File: src/design/clock_switch_pkg.sv
// Constants, register map and types shared by the clock switch design
package clock_switch_pkg;

  // ----------------------------------------------------------------
  // Source codes and oscillator indices
  // ----------------------------------------------------------------
  localparam logic [7:0] CODE_FAST_INT = 8'he1;
  localparam logic [7:0] CODE_SLOW_INT = 8'h5a;
  localparam logic [7:0] CODE_FAST_EXT = 8'ha5;
  localparam logic [7:0] CODE_RESET = CODE_FAST_INT;
  localparam int OSC_COUNT = 3;
  localparam logic [1:0] OSC_FAST_INT = 2'h0;
  localparam logic [1:0] OSC_SLOW_INT = 2'h1;
  localparam logic [1:0] OSC_FAST_EXT = 2'h2;

  // ----------------------------------------------------------------
  // Register byte offsets
  // ----------------------------------------------------------------
  localparam logic [7:0] ADDR_SWITCH_CTRL = 8'h00;
  localparam logic [7:0] ADDR_SWITCH_REQ = 8'h04;
  localparam logic [7:0] ADDR_MASTER_STATUS = 8'h08;
  localparam logic [7:0] ADDR_INT_OSC = 8'h0c;
  localparam logic [7:0] ADDR_EXT_OSC = 8'h10;
  localparam logic [7:0] ADDR_PCK_FIRST = 8'h14;
  localparam logic [7:0] ADDR_PCK_SECOND = 8'h18;

  // ----------------------------------------------------------------
  // Field positions and reset values
  // ----------------------------------------------------------------
  localparam int SWC_BUSY_BIT = 0;
  localparam int SWC_EXEC_BIT = 1;
  localparam int SWC_IRQEN_BIT = 2;
  localparam int SWC_DONE_BIT = 3;
  localparam int EXT_AWU_SEL_BIT = 2;
  localparam logic [7:0] OSC_CTRL_ADDR [OSC_COUNT] = '{ADDR_INT_OSC, ADDR_INT_OSC, ADDR_EXT_OSC};
  localparam int OSC_EN_BIT [OSC_COUNT] = '{0, 2, 0};
  localparam logic [OSC_COUNT-1:0] OSC_EN_RESET = 3'h1;
  localparam int PERIPH_COUNT = 13;
  localparam logic [7:0] PCK_FIRST_RESET = 8'h7f;
  localparam logic [7:0] PCK_SECOND_RESET = 8'h3f;

  // ----------------------------------------------------------------
  // Timing counts, in oscillator ticks
  // ----------------------------------------------------------------
  localparam logic [11:0] STAB_FAST_INT = 12'h002;
  localparam logic [11:0] STAB_SLOW_INT = 12'h000;
  // Half a cycle is rounded up to one whole tick
  localparam logic [11:0] STAB_EXT [4] = '{12'h001, 12'h008, 12'h080, 12'h800};
  localparam logic [0:0] SWITCH_LATENCY_TICKS = 1'h1;
  localparam logic [3:0] AWU_EXT_DIV_LAST = 4'hf;

  typedef enum logic [1:0] {sw_idle, sw_wait_ready, sw_wait_exec, sw_switching} switch_state_type;

endpackage

File: src/design/sync_two_stage.sv
// Two flip-flop synchroniser for a group of levels
`timescale 1ns/1ns
module sync_two_stage
  import clock_switch_pkg::*;
#(
  parameter int WIDTH = 1
)
(
  input wire logic clk,
  input wire logic rst,
  input wire logic [WIDTH-1:0] din,
  output logic [WIDTH-1:0] dout
);

  logic [WIDTH-1:0] stage1_q;

  always_ff @(posedge clk)
  begin
    if (rst)
    begin
      stage1_q <= '0;
      dout <= '0;
    end
    else
    begin
      stage1_q <= din;
      dout <= stage1_q;
    end
  end

endmodule

File: src/design/clock_glitch_mux.sv
// Glitch-free master tick selector with new-source filtering
`timescale 1ns/1ns
module clock_glitch_mux
  import clock_switch_pkg::*;
(
  input wire logic clk,
  input wire logic rst,
  input wire logic [OSC_COUNT-1:0] src_tick,
  input wire logic start,
  input wire logic abort,
  input wire logic [1:0] new_sel,
  output logic master_tick_q,
  output logic done_q
);

  logic [1:0] active_q;
  logic [1:0] new_q;
  logic pending_q;
  logic [0:0] seen_q;

  always_ff @(posedge clk)
  begin
    if (rst)
    begin
      active_q <= OSC_FAST_INT;
      new_q <= OSC_FAST_INT;
      pending_q <= 1'b0;
      seen_q <= '0;
      done_q <= 1'b0;
    end
    else
    begin
      done_q <= 1'b0;
      if (abort)
      begin
        pending_q <= 1'b0;
      end
      else if (start)
      begin
        pending_q <= 1'b1;
        new_q <= new_sel;
        seen_q <= '0;
      end
      else if (pending_q && src_tick[new_q])
      begin
        if (seen_q == SWITCH_LATENCY_TICKS)
        begin
          active_q <= new_q;
          pending_q <= 1'b0;
          done_q <= 1'b1;
        end
        else
        begin
          seen_q <= seen_q + 1'b1;
        end
      end
    end
  end

  // Old ticks pass until the new source is seen; then low phase stretches
  always_ff @(posedge clk)
  begin
    if (rst)
      master_tick_q <= 1'b0;
    else
      master_tick_q <= src_tick[active_q] && !(pending_q && seen_q != '0);
  end
endmodule

File: src/design/master_clock_switch_gating.sv
// Master clock switch controller with peripheral tick gating and APB registers
//
// Implementation choices: the APB interface to the registers and the address map.
`timescale 1ns/1ns
module master_clock_switch_gating
  import clock_switch_pkg::*;
(
  input wire logic clk,
  input wire logic rst,
  input wire logic psel,
  input wire logic penable,
  input wire logic pwrite,
  input wire logic [7:0] paddr,
  input wire logic [31:0] pwdata,
  output logic [31:0] prdata,
  output logic pready,
  output logic pslverr,
  input wire logic osc_fast_int_in,
  input wire logic osc_slow_int_in,
  input wire logic osc_fast_ext_in,
  input wire logic ext_clock_mode,
  input wire logic [1:0] ext_stab_sel,
  output logic master_tick,
  output logic icu_tick,
  output logic [PERIPH_COUNT-1:0] periph_tick,
  output logic awu_tick,
  output logic switch_irq
);

  // ----------------------------------------------------------------
  // Oscillator inputs and tick detection
  // ----------------------------------------------------------------
  logic [OSC_COUNT-1:0] osc_sync;
  logic [OSC_COUNT-1:0] osc_prev_q;
  logic [OSC_COUNT-1:0] tick;
  logic [2:0] strap_sync;

  // Straps are pins too, so they share the oscillator synchroniser
  sync_two_stage #(.WIDTH(OSC_COUNT + 3)) u_osc_sync
  (
    .clk(clk),
    .rst(rst),
    .din({ext_stab_sel, ext_clock_mode, osc_fast_ext_in, osc_slow_int_in, osc_fast_int_in}),
    .dout({strap_sync, osc_sync})
  );

  always_ff @(posedge clk)
  begin
    if (rst)
      osc_prev_q <= '0;
    else
      osc_prev_q <= osc_sync;
  end

  assign tick = osc_sync & ~osc_prev_q;

  function automatic logic valid_code(input logic [7:0] code);
    valid_code = (code == CODE_FAST_INT) || (code == CODE_SLOW_INT) || (code == CODE_FAST_EXT);
  endfunction

  function automatic logic [1:0] osc_of(input logic [7:0] code);
    if (code == CODE_SLOW_INT)
      osc_of = OSC_SLOW_INT;
    else if (code == CODE_FAST_EXT)
      osc_of = OSC_FAST_EXT;
    else
      osc_of = OSC_FAST_INT;
  endfunction

  // ----------------------------------------------------------------
  // Bus decode
  // ----------------------------------------------------------------
  logic wr;
  logic abort;
  logic [7:0] req_q;
  logic [7:0] status_q;
  logic busy_q;
  logic exec_q;
  logic irqen_q;
  logic done_q;
  logic awu_ext_q;
  logic [OSC_COUNT-1:0] en_q;
  logic [OSC_COUNT-1:0] rdy;
  logic [7:0] pck_first_q;
  logic [7:0] pck_second_q;
  switch_state_type state_q;
  logic [1:0] tgt_idx;
  logic go_start;
  logic go_manual;
  logic finish;
  logic start_q;
  logic mux_done;
  logic mux_tick;

  assign wr = psel && penable && pwrite && pready;
  // Only a real clear of a set flag aborts; writing one is a no-op
  assign abort = wr && paddr == ADDR_SWITCH_CTRL && !pwdata[SWC_BUSY_BIT] && busy_q;
  assign tgt_idx = osc_of(req_q);
  assign go_start = !abort && exec_q && rdy[tgt_idx] &&
    (state_q == sw_wait_ready || state_q == sw_wait_exec);
  assign go_manual = !abort && !exec_q && rdy[tgt_idx] && state_q == sw_wait_ready;
  assign finish = !abort && state_q == sw_switching && mux_done;

  always_ff @(posedge clk)
  begin
    if (rst)
    begin
      pready <= 1'b0;
      pslverr <= 1'b0;
      prdata <= '0;
    end
    else if (psel && !penable)
    begin
      pready <= 1'b1;
      pslverr <= 1'b0;
      case (paddr)
        ADDR_SWITCH_CTRL: prdata <= {28'h0, done_q, irqen_q, exec_q, busy_q};
        ADDR_SWITCH_REQ: prdata <= {24'h0, req_q};
        ADDR_MASTER_STATUS: prdata <= {24'h0, status_q};
        ADDR_INT_OSC: prdata <= {28'h0, rdy[1], en_q[1], rdy[0], en_q[0]};
        ADDR_EXT_OSC: prdata <= {29'h0, awu_ext_q, rdy[2], en_q[2]};
        ADDR_PCK_FIRST: prdata <= {24'h0, pck_first_q};
        ADDR_PCK_SECOND: prdata <= {24'h0, pck_second_q};
        default:
        begin
          prdata <= '0;
          pslverr <= 1'b1;
        end
      endcase
    end
    else
    begin
      pready <= 1'b0;
      pslverr <= 1'b0;
    end
  end

  // ----------------------------------------------------------------
  // Switch sequencing
  // ----------------------------------------------------------------
  always_ff @(posedge clk)
  begin
    if (rst)
    begin
      req_q <= CODE_RESET;
      status_q <= CODE_RESET;
      busy_q <= 1'b0;
      state_q <= sw_idle;
      start_q <= 1'b0;
    end
    else
    begin
      start_q <= go_start;
      if (abort)
      begin
        req_q <= status_q;
        busy_q <= 1'b0;
        state_q <= sw_idle;
      end
      else
      begin
        case (state_q)
          sw_idle:
          begin
            // Unknown codes are dropped rather than stalling the sequencer
            if (wr && paddr == ADDR_SWITCH_REQ && !busy_q && valid_code(pwdata[7:0]))
              req_q <= pwdata[7:0];
            if (req_q != status_q)
            begin
              busy_q <= 1'b1;
              state_q <= sw_wait_ready;
            end
          end
          sw_wait_ready:
          begin
            if (go_start)
              state_q <= sw_switching;
            else if (go_manual)
              state_q <= sw_wait_exec;
          end
          sw_wait_exec:
          begin
            if (go_start)
              state_q <= sw_switching;
          end
          sw_switching:
          begin
            if (finish)
            begin
              status_q <= req_q;
              busy_q <= 1'b0;
              state_q <= sw_idle;
            end
          end
          default: state_q <= sw_idle;
        endcase
      end
    end
  end

  clock_glitch_mux u_mux
  (
    .clk(clk),
    .rst(rst),
    .src_tick(tick),
    .start(start_q),
    .abort(abort),
    .new_sel(tgt_idx),
    .master_tick_q(mux_tick),
    .done_q(mux_done)
  );

  // ----------------------------------------------------------------
  // Control and flag bits
  // ----------------------------------------------------------------
  always_ff @(posedge clk)
  begin
    if (rst)
    begin
      exec_q <= 1'b0;
      irqen_q <= 1'b0;
      awu_ext_q <= 1'b0;
    end
    else
    begin
      if (wr && paddr == ADDR_SWITCH_CTRL)
      begin
        exec_q <= pwdata[SWC_EXEC_BIT];
        irqen_q <= pwdata[SWC_IRQEN_BIT];
      end
      if (wr && paddr == ADDR_EXT_OSC)
        awu_ext_q <= pwdata[EXT_AWU_SEL_BIT];
    end
  end

  // Done flag: writing zero clears it, a same-cycle set still wins
  always_ff @(posedge clk)
  begin
    if (rst)
      done_q <= 1'b0;
    else if (go_manual || finish)
      done_q <= 1'b1;
    else if (wr && paddr == ADDR_SWITCH_CTRL && !pwdata[SWC_DONE_BIT])
      done_q <= 1'b0;
  end

  always_ff @(posedge clk)
  begin
    if (rst)
      switch_irq <= 1'b0;
    else
      switch_irq <= done_q && irqen_q;
  end

  // ----------------------------------------------------------------
  // Oscillator enables and stabilisation
  // ----------------------------------------------------------------
  logic [11:0] stab_limit [OSC_COUNT];
  logic [11:0] stab_cnt_q [OSC_COUNT];

  assign stab_limit[0] = STAB_FAST_INT;
  assign stab_limit[1] = STAB_SLOW_INT;
  assign stab_limit[2] = strap_sync[0] ? 12'h000 : STAB_EXT[strap_sync[2:1]];

  for (genvar i = 0; i < OSC_COUNT; i++)
  begin : g_osc
    // Hardware only ever turns a source on; switching off is software's job
    always_ff @(posedge clk)
    begin
      if (rst)
        en_q[i] <= OSC_EN_RESET[i];
      else if (busy_q && tgt_idx == 2'(i))
        en_q[i] <= 1'b1;
      else if (wr && paddr == OSC_CTRL_ADDR[i])
        en_q[i] <= pwdata[OSC_EN_BIT[i]];
    end

    always_ff @(posedge clk)
    begin
      if (rst || !en_q[i])
        stab_cnt_q[i] <= '0;
      else if (tick[i] && stab_cnt_q[i] < stab_limit[i])
        stab_cnt_q[i] <= stab_cnt_q[i] + 12'h001;
    end

    assign rdy[i] = en_q[i] && stab_cnt_q[i] >= stab_limit[i];
  end

  // ----------------------------------------------------------------
  // Peripheral gating and wake-up tick
  // ----------------------------------------------------------------
  logic [PERIPH_COUNT-1:0] gate_sync;
  logic [3:0] awu_div_q;

  always_ff @(posedge clk)
  begin
    if (rst)
    begin
      pck_first_q <= PCK_FIRST_RESET;
      pck_second_q <= PCK_SECOND_RESET;
    end
    else if (wr && paddr == ADDR_PCK_FIRST)
      pck_first_q <= pwdata[7:0] & PCK_FIRST_RESET;
    else if (wr && paddr == ADDR_PCK_SECOND)
      pck_second_q <= pwdata[7:0] & PCK_SECOND_RESET;
  end

  // Enables are restaged so a gate edge never splits a tick
  sync_two_stage #(.WIDTH(PERIPH_COUNT)) u_gate_sync
  (
    .clk(clk),
    .rst(rst),
    .din({pck_second_q[5:0], pck_first_q[6:0]}),
    .dout(gate_sync)
  );

  always_ff @(posedge clk)
  begin
    if (rst)
    begin
      master_tick <= 1'b0;
      icu_tick <= 1'b0;
      periph_tick <= '0;
    end
    else
    begin
      master_tick <= mux_tick;
      icu_tick <= mux_tick;
      periph_tick <= {PERIPH_COUNT{mux_tick}} & gate_sync;
    end
  end

  always_ff @(posedge clk)
  begin
    if (rst)
    begin
      awu_div_q <= '0;
      awu_tick <= 1'b0;
    end
    else
    begin
      if (tick[OSC_FAST_EXT])
        awu_div_q <= awu_div_q + 4'h1;
      if (awu_ext_q)
        awu_tick <= tick[OSC_FAST_EXT] && awu_div_q == AWU_EXT_DIV_LAST;
      else
        awu_tick <= tick[OSC_SLOW_INT];
    end
  end
endmodule

File: config.mk
export PLATFORM = sky130hd
export DESIGN_NAME = master_clock_switch_gating
export DESIGN_NICKNAME = d
export VERILOG_FILES = /design/src/design/clock_switch_pkg.sv /design/src/design/sync_two_stage.sv /design/src/design/clock_glitch_mux.sv /design/src/design/master_clock_switch_gating.sv
export SDC_FILE = /design/constraint.sdc
export NUM_CORES = 1
export LEC_CHECK = 0
export BUFFER_PORTS_ARGS = -buffer_cell sky130_fd_sc_hd__buf_2
export CAP_MARGIN = 25
export CORE_ASPECT_RATIO = 1.2
export CORE_MARGIN = 2
export CORE_UTILIZATION = 55
export CTS_BUF_LIST = sky130_fd_sc_hd__clkbuf_16
export DETAILED_ROUTE_END_ITERATION = 12
export PLACE_DENSITY = 0.81
export SYNTH_ARGS = -nofsm -noshare
export SYNTH_HDL_FRONTEND = slang
export SYNTH_SLANG_ARGS = --single-unit
File: constraint.sdc
create_clock -name clk -period 3.6 [get_ports clk]
set_clock_uncertainty 0.2 [all_clocks]
set_input_delay 0.36 -clock clk [delete_from_list [all_inputs] [get_ports clk]]
set_output_delay 0.36 -clock clk [all_outputs]
set_load 0.01 [all_outputs]
==> impl_results.md, run 1 <==
* H-Tree Depth at 4
* Via count at 4,572
* Clk slew on worst S/H paths at approximately 0.060 ns
* WL per Instance at around 15 µm
* Syn Std Cell Area at about 0.0061 mm²
* Sequential fraction of the synthesis area at between 50% and 60%
* Commonest cells after routing, fill and taps aside: dfxtp_1, nor2_1, buf_2
* Seq cells post-synth at 143
* Utilization after layout at between 60% and 70%
* Final period util at between 80% and 90%
* Layout cells sized above 1 at about 15%
* Max clock buf depth at 2
* Max-slew headroom at a little over 40%
* Final Hold Vio Count at 0
* Hold Slack at about 0.050 ns
* Final instance area at roughly 0.0070 mm²
* Global Route Usage Sum at 21.5%
* Post-Route WL at ~12,000 µm
* Tmin final at slightly below 3 ns
* Clock sinks at about 140
* Max VDD drop at approximately 0.00026 V
* Leading cell type in the layout, fill and taps excluded: dfxtp_1
* Dominant cell type by area after synthesis: dfxtp_1
* Cell-internal power at between 2 and 3 mW
* Area of the multi-input gates at roughly 0.0028 mm²
* Slew @ Worst Pin at a little under 0.9 ns
* Netlist cell types at 66
* Antenna violations before repair at 0
* DRC at 0
* DP HPWL at roughly 8400 µm
* I/O Pins at a little over 100
* IO buf count at 53
* Mapped Avg Cell Area at 9.96 µm²
* # resized after CTS at 0
* DR iter-0 viols at approximately 430
* Area grow syn2layout at 15.2%
* Crit Path Max Fanout at 4
* Worst EP required at ~3.7 ns
* Number of synthesized flops with an enable pin at 24
* Clk Latency, worst-skew pair at around 0.42 ns
* Standard-cell rows at 42
* Status: completed
* CTS tree: built
* Async SR Flop Fraction at 0%
* Chip Width at 100 µm
* Critical path's largest stage delay at 0.50 ns
* RePlAce Congestion at around 0.94
* Total CTS buffers at 17
* Register area at slightly above 0.003 mm²
* Antenna Nets Post-Route at 0
* Ys Warns at 0
* Routed vias/inst at between 5 and 6
* Comb pwr share at 6.6%
* Pre-Repair DR Iteration Count at 5
* Clock Power Share at between 40% and 50%
* First-pass GRT wire length at just over 20,000 µm
* Startpoint types: flop
* Slowest CP cell: or4b_1
* Hold buffers post-CTS at 6
* Power Density at approximately 520 mW/mm²
* Max-slew violations at 0
* Total gr overflow at 0
* Max Cap Viol at 0
* Count of final setup violators at 0
* Seq pwr share at between 40 and 50%
* Switch Pwr at around 0.85 mW
* Tot Pwr at between 3 and 4 mW
* Hold Crit Class: in -> reg
* Area contributors post-synth: dfxtp_1, edfxtp_1, nor2_1
* Area post-placement at around 0.0064 mm²
* Static Leakage at slightly below 3 nW
* Initial core utilization at 55.8%
* Post-Synthesis Cells at 613
* Setup bufs post-CTS at 0
* CORE AREA at approximately 0.011 mm²
* Fmax at 335 MHz
* Final-layout fill cell count at between 800 and 900
* Crit end category: flop
* Antenna Cells at 0
* Die area at between 0.01 and 0.015 mm²
* Sum of negative setup slack at 0 ns
* Root Driver: clkbuf_16
* Synth Flop Type: dfxtp_1
* Setup CP Type: reg -> reg
* Cells along the critical path: nor3_1, ha_1, or4b_1, a2111oi_0, o21ai_0, nand4_1, and2_4, nor4b_1, a31o_2
* Chip Height at 119 µm
* Number of global-route vias before repair at approximately 4,400
* Post-synth top area share at slightly below 40%
* Sw Ratio at between 20% and 30%
* Unrepaired setup endpoints after global routing: no
* Final nets at approximately 740
* Crit path DAT at 3.10 ns
* Largest net degree at the start of global routing at 56
[Yosys cell counts, types with 3 or more instances]
cell       number
nor2_1         80
nand2_1        37
a21oi_1        22
edfxtp_1       24
a211o_1        19
mux2i_1        11
nand3b_1        4
or4_1           4
nand4bb_1       3
nand2b_1        5
xnor2_1        14
dfxtp_1       119
xor2_1          9
a31oi_1         4
a211oi_1        3
a22oi_1         6
and2_1         14
nor3_1         14
nor3b_1         3
o21ai_0         7
ha_1           12
a311oi_1        4
or2_2           3
clkbuf_1       17
nor2b_1        47
nand3_1        17
and3_1         10
buf_4          26
nand4_1         5
a222oi_1        4
nor4_1          4
inv_1          17
[power groups by stage]
| stage | logic [mW] | clock network (mW) | registers [mW] |
|---|---|---|---|
| 2_1_floorplan | 0.180 | 0 | 1.74 |
| 3_3_place_gp | 0.220 | 0 | 1.74 |
| 3_5_place_dp | 0.228 | 0 | 1.75 |
| 4_1_cts | 0.237 | 1.70 | 1.71 |
| 5_1_grt | 0.267 | 1.77 | 1.72 |
| 6_report | 0.241 | 1.68 | 1.71 |
[registers in the layout, summed over array words and instances, names as in the netlist, 2 cells and up]
register,flops
awu_div_q,4
en_q,3
osc_prev_q,3
pck_first_q,7
pck_second_q,6
periph_tick,13
prdata,8
req_q,8
stab_cnt_q,24
state_q,2
status_q,8
u_gate_sync.dout,13
u_gate_sync.stage1_q,13
u_mux.active_q,2
u_mux.new_q,2
u_osc_sync.dout,6
u_osc_sync.stage1_q,6
[per-layer routing]
| metal | vias up | part of all wire [%] | wire (µm) | GRT usage (%) |
|---|---|---|---|---|
| met1 | 2135 | 40 | 4980 | 25.1 |
| li1 | 2220 | - | - | - |
| met3 | 36 | 5.8 | 728 | 6.16 |
| met5 | - | 0 | 0 | 0 |
| met4 | 0 | 3.4 | 418 | 12.0 |
| met2 | 181 | 51 | 6340 | 35.3 |
[cells by family (layout without fill, tap and decap cells)]
logic type / Yosys count / in the layout / synth area share (%)
and+or+nand+nor: 271 / 271 / 25.5
DFF: 143 / 143 / 50.8
AOI/OAI and AO/OA: 88 / 88 / 10.4
buffers and inverters: 64 / 111 / 5.70
xor gates and xnor gates: 23 / 23 / 3.30
adders and majority gates: 12 / 12 / 2.46
muxes: 11 / 11 / 1.80
other: 1 / 33 / 0.0614
[metrics by stage]
stage	worst slack (ns)	instances
floorplan	1.07	645
global placement	0.717	787
detailed placement	0.620	787
CTS	0.638	824
global route	0.537	824
finish	0.617	824
[cell type report]
type | count | area share [%]
multi-input cells | 438 | 39.4
repair buffers | 63 | 5.05
clock buffers | 17 | 6.05
well taps | 132 | 2.35
flip-flops and latches | 143 | 44.1
clock inverters | 14 | 2.06
inverters | 17 | 0.907
[critical path, delay by kind of cell, from the launching register on]
family,cells,cell delay (ns)
AND/OR/NAND/NOR,5,1.18
adder cells (fa/ha/maj),1,0.27
flip-flops,1,0.33
AO/OA/AOI/OAI,3,0.89
[path summary, 6_finish.rpt]
kind | startpoint | to | slack (ns) | depth (start not counted)
min reg2reg | u_gate_sync.dout[0] | periph_tick[0] | 0.23 | 1
max reg2reg | u_osc_sync.dout[3] | state_q[0] | 0.62 | 9
min | paddr[6] | pslverr | 0.05 | 4
max | u_osc_sync.dout[3] | state_q[0] | 0.62 | 9
Note: power is estimated with default switching activity, not from simulation.
==> run 2: changes to the inputs <==
Clock period 3.6 ns to 3.1 ns, I/O delays scaled along.
==> impl_results.md, run 2 (synthesis results as in run 1) <==
* Clk slew on worst S/H paths at 0.06 ns (about the same)
* WL per Instance at 15.3 µm (+1.2%)
* CP Launch Point: paddr[6]
* Final Hold Vio Count at 0 (unchanged)
* Unrepaired setup endpoints after global routing: no
* Startpoint types: input port
* Clk Latency, worst-skew pair at 0.42 ns (about the same)
* Cells along the critical path: dlygate4sd3_1, buf_2, or4_1, nor2_8, nor4b_4, mux2i_1, a21oi_1, or2_2
* Root Driver: clkbuf_16
* Crit end category: flop
* Commonest cells after routing, fill and taps aside: dfxtp_1, nor2_1, buf_2
* Hold path depth at 4 (unchanged)
* Via count at 4,613 (+0.90%)
* First-pass GRT wire length at 20,800 µm (+3.1%)
* Worst R2R Start: u_osc_sync.dout[3]
* DRC at 0 (unchanged)
* Grt met2 use at 37.1% (+1.8 points)
* Largest net degree at the start of global routing at 52 (-7.1%)
* Max-slew headroom at 40.7% (-0.77 points)
* Fmax at 359 MHz
* CTS tree: built
* Max-slew violations at 0 (unchanged)
* Final period util at between 80% and 90%
* Pre-Repair DR Iteration Count at 6 (+1)
* Max clock buf depth at 2 (unchanged)
* I/O Pins at 102 (unchanged)
* Critical Path Stages at 8 (-1)
* Leading cell type in the layout, fill and taps excluded: dfxtp_1
* RePlAce Congestion at 0.906 (-3.1%)
* Initial core utilization at 55.8% (unchanged)
* Total gr overflow at 0 (unchanged)
* Sum of negative setup slack at 0 ns (unchanged)
* Post-Route WL at 12,800 µm (+2.3%)
* Final nets at 751 (+1.1%)
* Antenna Cells at 0 (unchanged)
* Worst EP required at 3.19 ns (-0.53 ns)
* Final cell count without fillers at 833 (+1.1%)
* Worst path bufs/invs at 2 (+2)
* Hold wc startpoint: paddr[4]
* Crit path DAT at 2.88 ns (-0.22 ns)
* Chip Height at 119 µm (unchanged)
* Die area at 0.0120 mm² (unchanged)
* Slew @ Worst Pin at 0.888 ns (+0.0116 ns)
* Standard-cell rows at 42 (unchanged)
* Max VDD drop at 0.000403 V (+58%)
* DP HPWL at 8800 µm (+4.2%)
* Setup CP Type: in -> reg
* Hold Crit Class: in -> reg
* IO buf count at 53 (unchanged)
* Critical path's largest stage delay at 0.65 ns (+0.15 ns)
* Max Cap Viol at 0 (unchanged)
* Chip Width at 100 µm (unchanged)
* Crit Path Max Fanout at 9 (+5)
* Layout cells sized above 1 at 15.7% (+0.37 points)
* Status: completed
* GRT busiest layer: met2
* Top reg by flops: stab_cnt_q
* Placed cells at 792 (+0.64%)
* Tot Pwr at 4.42 mW (+22%)
* CORE AREA at 0.0109 mm² (unchanged)
* Tmin final at 2.79 ns
* Count of final setup violators at 0 (unchanged)
* DR iter-0 viols at 443 (+3.7%)
* Final-layout fill cell count at 810 (-7.4%)
* Met1 usage at 26.6% (+1.5 points)
* Power Density at 616 mW/mm² (+19%)
* Antenna violations before repair at 0 (unchanged)
* Global Route Usage Sum at 22.2% (+0.66 points)
* Slowest CP cell: or4_1
* CP delay by family, top: simple AND/OR/NAND/NOR gates
* H-Tree Depth at 4 (unchanged)
* Number of global-route vias before repair at 4,386 (+0.55%)
* Clock sinks at 143 (unchanged)
* Met3 GRT Util at 5.81% (-0.35 points)
* Antenna Nets Post-Route at 0 (unchanged)
* Static Leakage at 3.03 nW (+2.9%)
* Max reg flops at 24 (unchanged)
* Area grow syn2layout at 17.5%
* Routed vias/inst at 5.54 (-0.19%)
* Reg2reg path depth at 9 (unchanged)
* Total CTS buffers at 17 (unchanged)
[run 2: power by group]
group          internal (mW)  leakage (nW)  switching [mW]
clock                   1.40         0.323           0.745
sequential              1.95          1.24          0.0416
combinational          0.117          1.47           0.171
total                   3.46          3.03           0.958
[run 2: worst min-delay path: cells and delay by family]
family / cells / cell delay, ns
buffers and inverters: 1 / 0.10
and+or+nand+nor: 2 / 0.15
AOI/OAI and AO/OA: 1 / 0.10
[run 2: per-stage QoR]
step | worst slack, ns | instance area (µm²) | util, % | hold WS (ns)
6_report | 0.313 | 7170 | 65.6 | 0.0670
5_1_grt | 0.109 | 7170 | 65.6 | 0.0862
4_1_cts | 0.189 | 7170 | 65.6 | 0.0577
3_5_place_dp | 0.247 | 6440 | 58.9 | 0.210
3_3_place_gp | 0.272 | 6440 | 58.9 | 0.208
2_1_floorplan | 0.572 | 6220 | - | 0.206
[run 2: final timing paths]
check / endpoint / slack (ns)
worst min register to register: periph_tick[12] / 0.22
worst min-delay path: pslverr / 0.07
worst max register to register: state_q[0] / 0.35
worst max-delay path: req_q[5] / 0.31
[run 2: final cells by class]
class | count | area [µm²] | area share, %
Tap cell | 132 | 165 | 2.30
Clock buffer | 20 | 500 | 6.98
Inverter | 17 | 63.8 | 0.890
Timing Repair Buffer | 71 | 423 | 5.90
Sequential cell | 143 | 3100 | 43.3
Multi-Input combinational cell | 438 | 2780 | 38.8
Clock inverter | 12 | 136 | 1.90
[run 2: timing repair]
item,4_1_cts,5_1_grt
hold buffers,9,0
hold endpoints to repair,8,0
endpoints found under the setup margin,0,2
setup buffers,0,0
resized for setup,0,3
[run 2: metal layers]
layer  share of wire, %  vias to the layer above
met5                  0                        -
met4                3.1                        0
met3                5.3                       49
met2                 52                      182
met1                 40                     2154
li1                   -                     2228
==> run 3: changes to the inputs <==
Settings changed: CELL_PAD_IN_SITES_DETAIL_PLACEMENT set to 1, CELL_PAD_IN_SITES_GLOBAL_PLACEMENT set to 1, CORE_UTILIZATION 55 to 43, PLACE_DENSITY 0.81 to 0.82.
==> impl_results.md, run 3 (synthesis results as in run 1) <==
* Status: completed
* Die area at 0.0152 mm² (+27%)
* Clk Latency, worst-skew pair at 0.43 ns (about the same)
* Fmax at 343 MHz (-4.4%)
* Largest net degree at the start of global routing at 73 (+40%)
* Switch Pwr at 1.04 mW (+8.9%)
* Final period util at 94.0% (+4.1 points)
* Register area at 0.00310 mm² (unchanged)
* Final cell count without fillers at 871 (+4.6%)
* R2R setup slack at 0.18 ns (-0.17 ns)
* Max-slew headroom at 38.6% (-2.1 points)
* CORE AREA at 0.0138 mm² (+26%)
* Standard-cell rows at 47 (+12%)
* DRC at 0 (unchanged)
* I/O Pins at 102 (unchanged)
* DR iter-0 viols at 313 (-29%)
* Crit Path Max Fanout at 4 (-5)
* Commonest cells after routing, fill and taps aside: dfxtp_1, nor2_1, buf_2
* Chip Width at 113 µm (+13%)
* Seq pwr share at 46.3% (+1.3 points)
* Sum of negative setup slack at 0 ns (unchanged)
* Clk slew on worst S/H paths at 0.06 ns (about the same)
* Cell-internal power at 3.26 mW (-5.9%)
* Via count at 4,635 (+0.48%)
* Max VDD drop at 0.000432 V (+7.1%)
* Hold path depth at 3 (-1)
* Hold Crit Class: in -> reg
* Post-Route WL at 15,100 µm (+19%)
* Final instance area at 0.00717 mm² (about the same)
* Max clock buf depth at 2 (unchanged)
* IO buf count at 53 (unchanged)
* First-pass GRT wire length at 24,800 µm (+19%)
* Area post-placement at 0.00649 mm² (+0.84%)
* Clock sinks at 143 (unchanged)
* Slew @ Worst Pin at 0.919 ns (+0.0314 ns)
* Chip Height at 135 µm (+13%)
* Final Hold Vio Count at 0 (unchanged)
* Initial core utilization at 44.2% (-12 points)
* Number of global-route vias before repair at 4,963 (+13%)
* Max-slew violations at 0 (unchanged)
* Hold Slack at 0.0598 ns (-0.00723 ns)
* Total CTS buffers at 17 (unchanged)
* Routed vias/inst at 5.32 (-3.9%)
* Global Route Usage Sum at 21.0% (-1.2 points)
* RePlAce Congestion at 0.889 (-1.9%)
* Antenna Cells at 0 (unchanged)
* Crit path DAT at 3.04 ns (+0.16 ns)
* H-Tree Depth at 4 (unchanged)
* Leading cell type in the layout, fill and taps excluded: dfxtp_1
* Crit end category: flop
* Clock Power Share at 46.8% (-1.7 points)
* Pre-Repair DR Iteration Count at 5 (-1)
* Layout cells sized above 1 at 16.0% (+0.31 points)
* Worst EP required at 3.22 ns (+0.03 ns)
* Max Cap Viol at 0 (unchanged)
* Count of final setup violators at 0 (unchanged)
* Total gr overflow at 0 (unchanged)
* Comb pwr share at 6.9% (+0.4 points)
* Startpoint types: flop
* CTS tree: built
* Tmin final at 2.92 ns (+0.129 ns)
* Top reg by flops: stab_cnt_q
* Max reg flops at 24 (unchanged)
* DP HPWL at 10,400 µm (+18%)
* Final-layout fill cell count at 1,542 (+90%)
* Static Leakage at 2.99 nW (-1.2%)
* Antenna violations before repair at 0 (unchanged)
* Root Driver: clkbuf_16
* Sw Ratio at 24.3% (+2.6 points)
* Area grow syn2layout at 17.5% (about the same)
* WL per Instance at 17.4 µm (+14%)
* Unrepaired setup endpoints after global routing: no
* Power Density at 600 mW/mm² (-2.7%)
* Antenna Nets Post-Route at 0 (unchanged)
* Area of the multi-input gates at 0.00278 mm² (unchanged)
* Placed cells at 830 (+4.8%)
* Final nets at 750 (-0.13%)
* Reg2reg path depth at 9 (unchanged)
* Setup CP Type: reg -> reg
[run 3: cell types whose count changed in the layout (fill, tap and decap cells not counted), sizes merged]
cell	before	now
clkinv	4	6
buf	62	61
inv	21	23
clkbuf	20	17
bufinv	3	2
[run 3: per-layer routing]
layer	wire length, µm	share of wire, %	track usage [%]
met4	539	3.6	10.8
met2	7860	52	36.9
met3	672	4.4	5.57
met5	0	0	0
met1	6070	40	23.2
[run 3: critical path, cell delays in order (launching register included)]
cell and delay [ns]:
dfxtp_1 0.33, nor3_1 0.24, ha_1 0.27, or4b_1 0.53, a2111oi_2 0.35, o21ai_1 0.18
nand3_1 0.20, o21a_1 0.21, nor4b_1 0.07, a31o_2 0.22
[run 3: repair_timing]
action                     CTS  global route
hold endpoints to repair     8             0
gates resized for setup      1             2
hold buffers                 9             0
setup endpoints to repair    1             2
pin swaps                    0             0
buffers inserted             0             0
[run 3: cell type report]
| class | instances | area share (%) |
|---|---|---|
| multi-input combinational | 438 | 38.8 |
| sequential | 143 | 43.3 |
| clock buffer | 17 | 5.93 |
| timing repair buffer | 70 | 5.97 |
| tap | 171 | 2.98 |
| inverter | 17 | 0.890 |
| clock inverter | 15 | 2.22 |
[run 3: final timing paths]
path / start / to
min reg2reg: u_gate_sync.dout[3] / periph_tick[3]
min: pwdata[2] / awu_ext_q
max reg2reg: u_osc_sync.dout[3] / state_q[0]
max: u_osc_sync.dout[3] / state_q[0]
[run 3: metrics by stage]
stage               worst slack [ns]  util [%]  total power, mW
floorplan                      0.572         -             2.23
global placement               0.216      47.0             2.29
detailed placement             0.127      47.0             2.31
CTS                           0.0137      51.9             4.33
global route                 0.00382      51.9             4.46
finish                         0.185      51.9             4.30
[run 3: power by group through the flow]
stage               clock, mW  sequential (mW)  combinational, mW
finish                   2.01             1.99              0.297
detailed placement          0             2.03              0.279
floorplan                   0             2.02              0.209
global placement            0             2.03              0.262
CTS                      2.05             1.99              0.294
global route             2.14             2.00              0.332
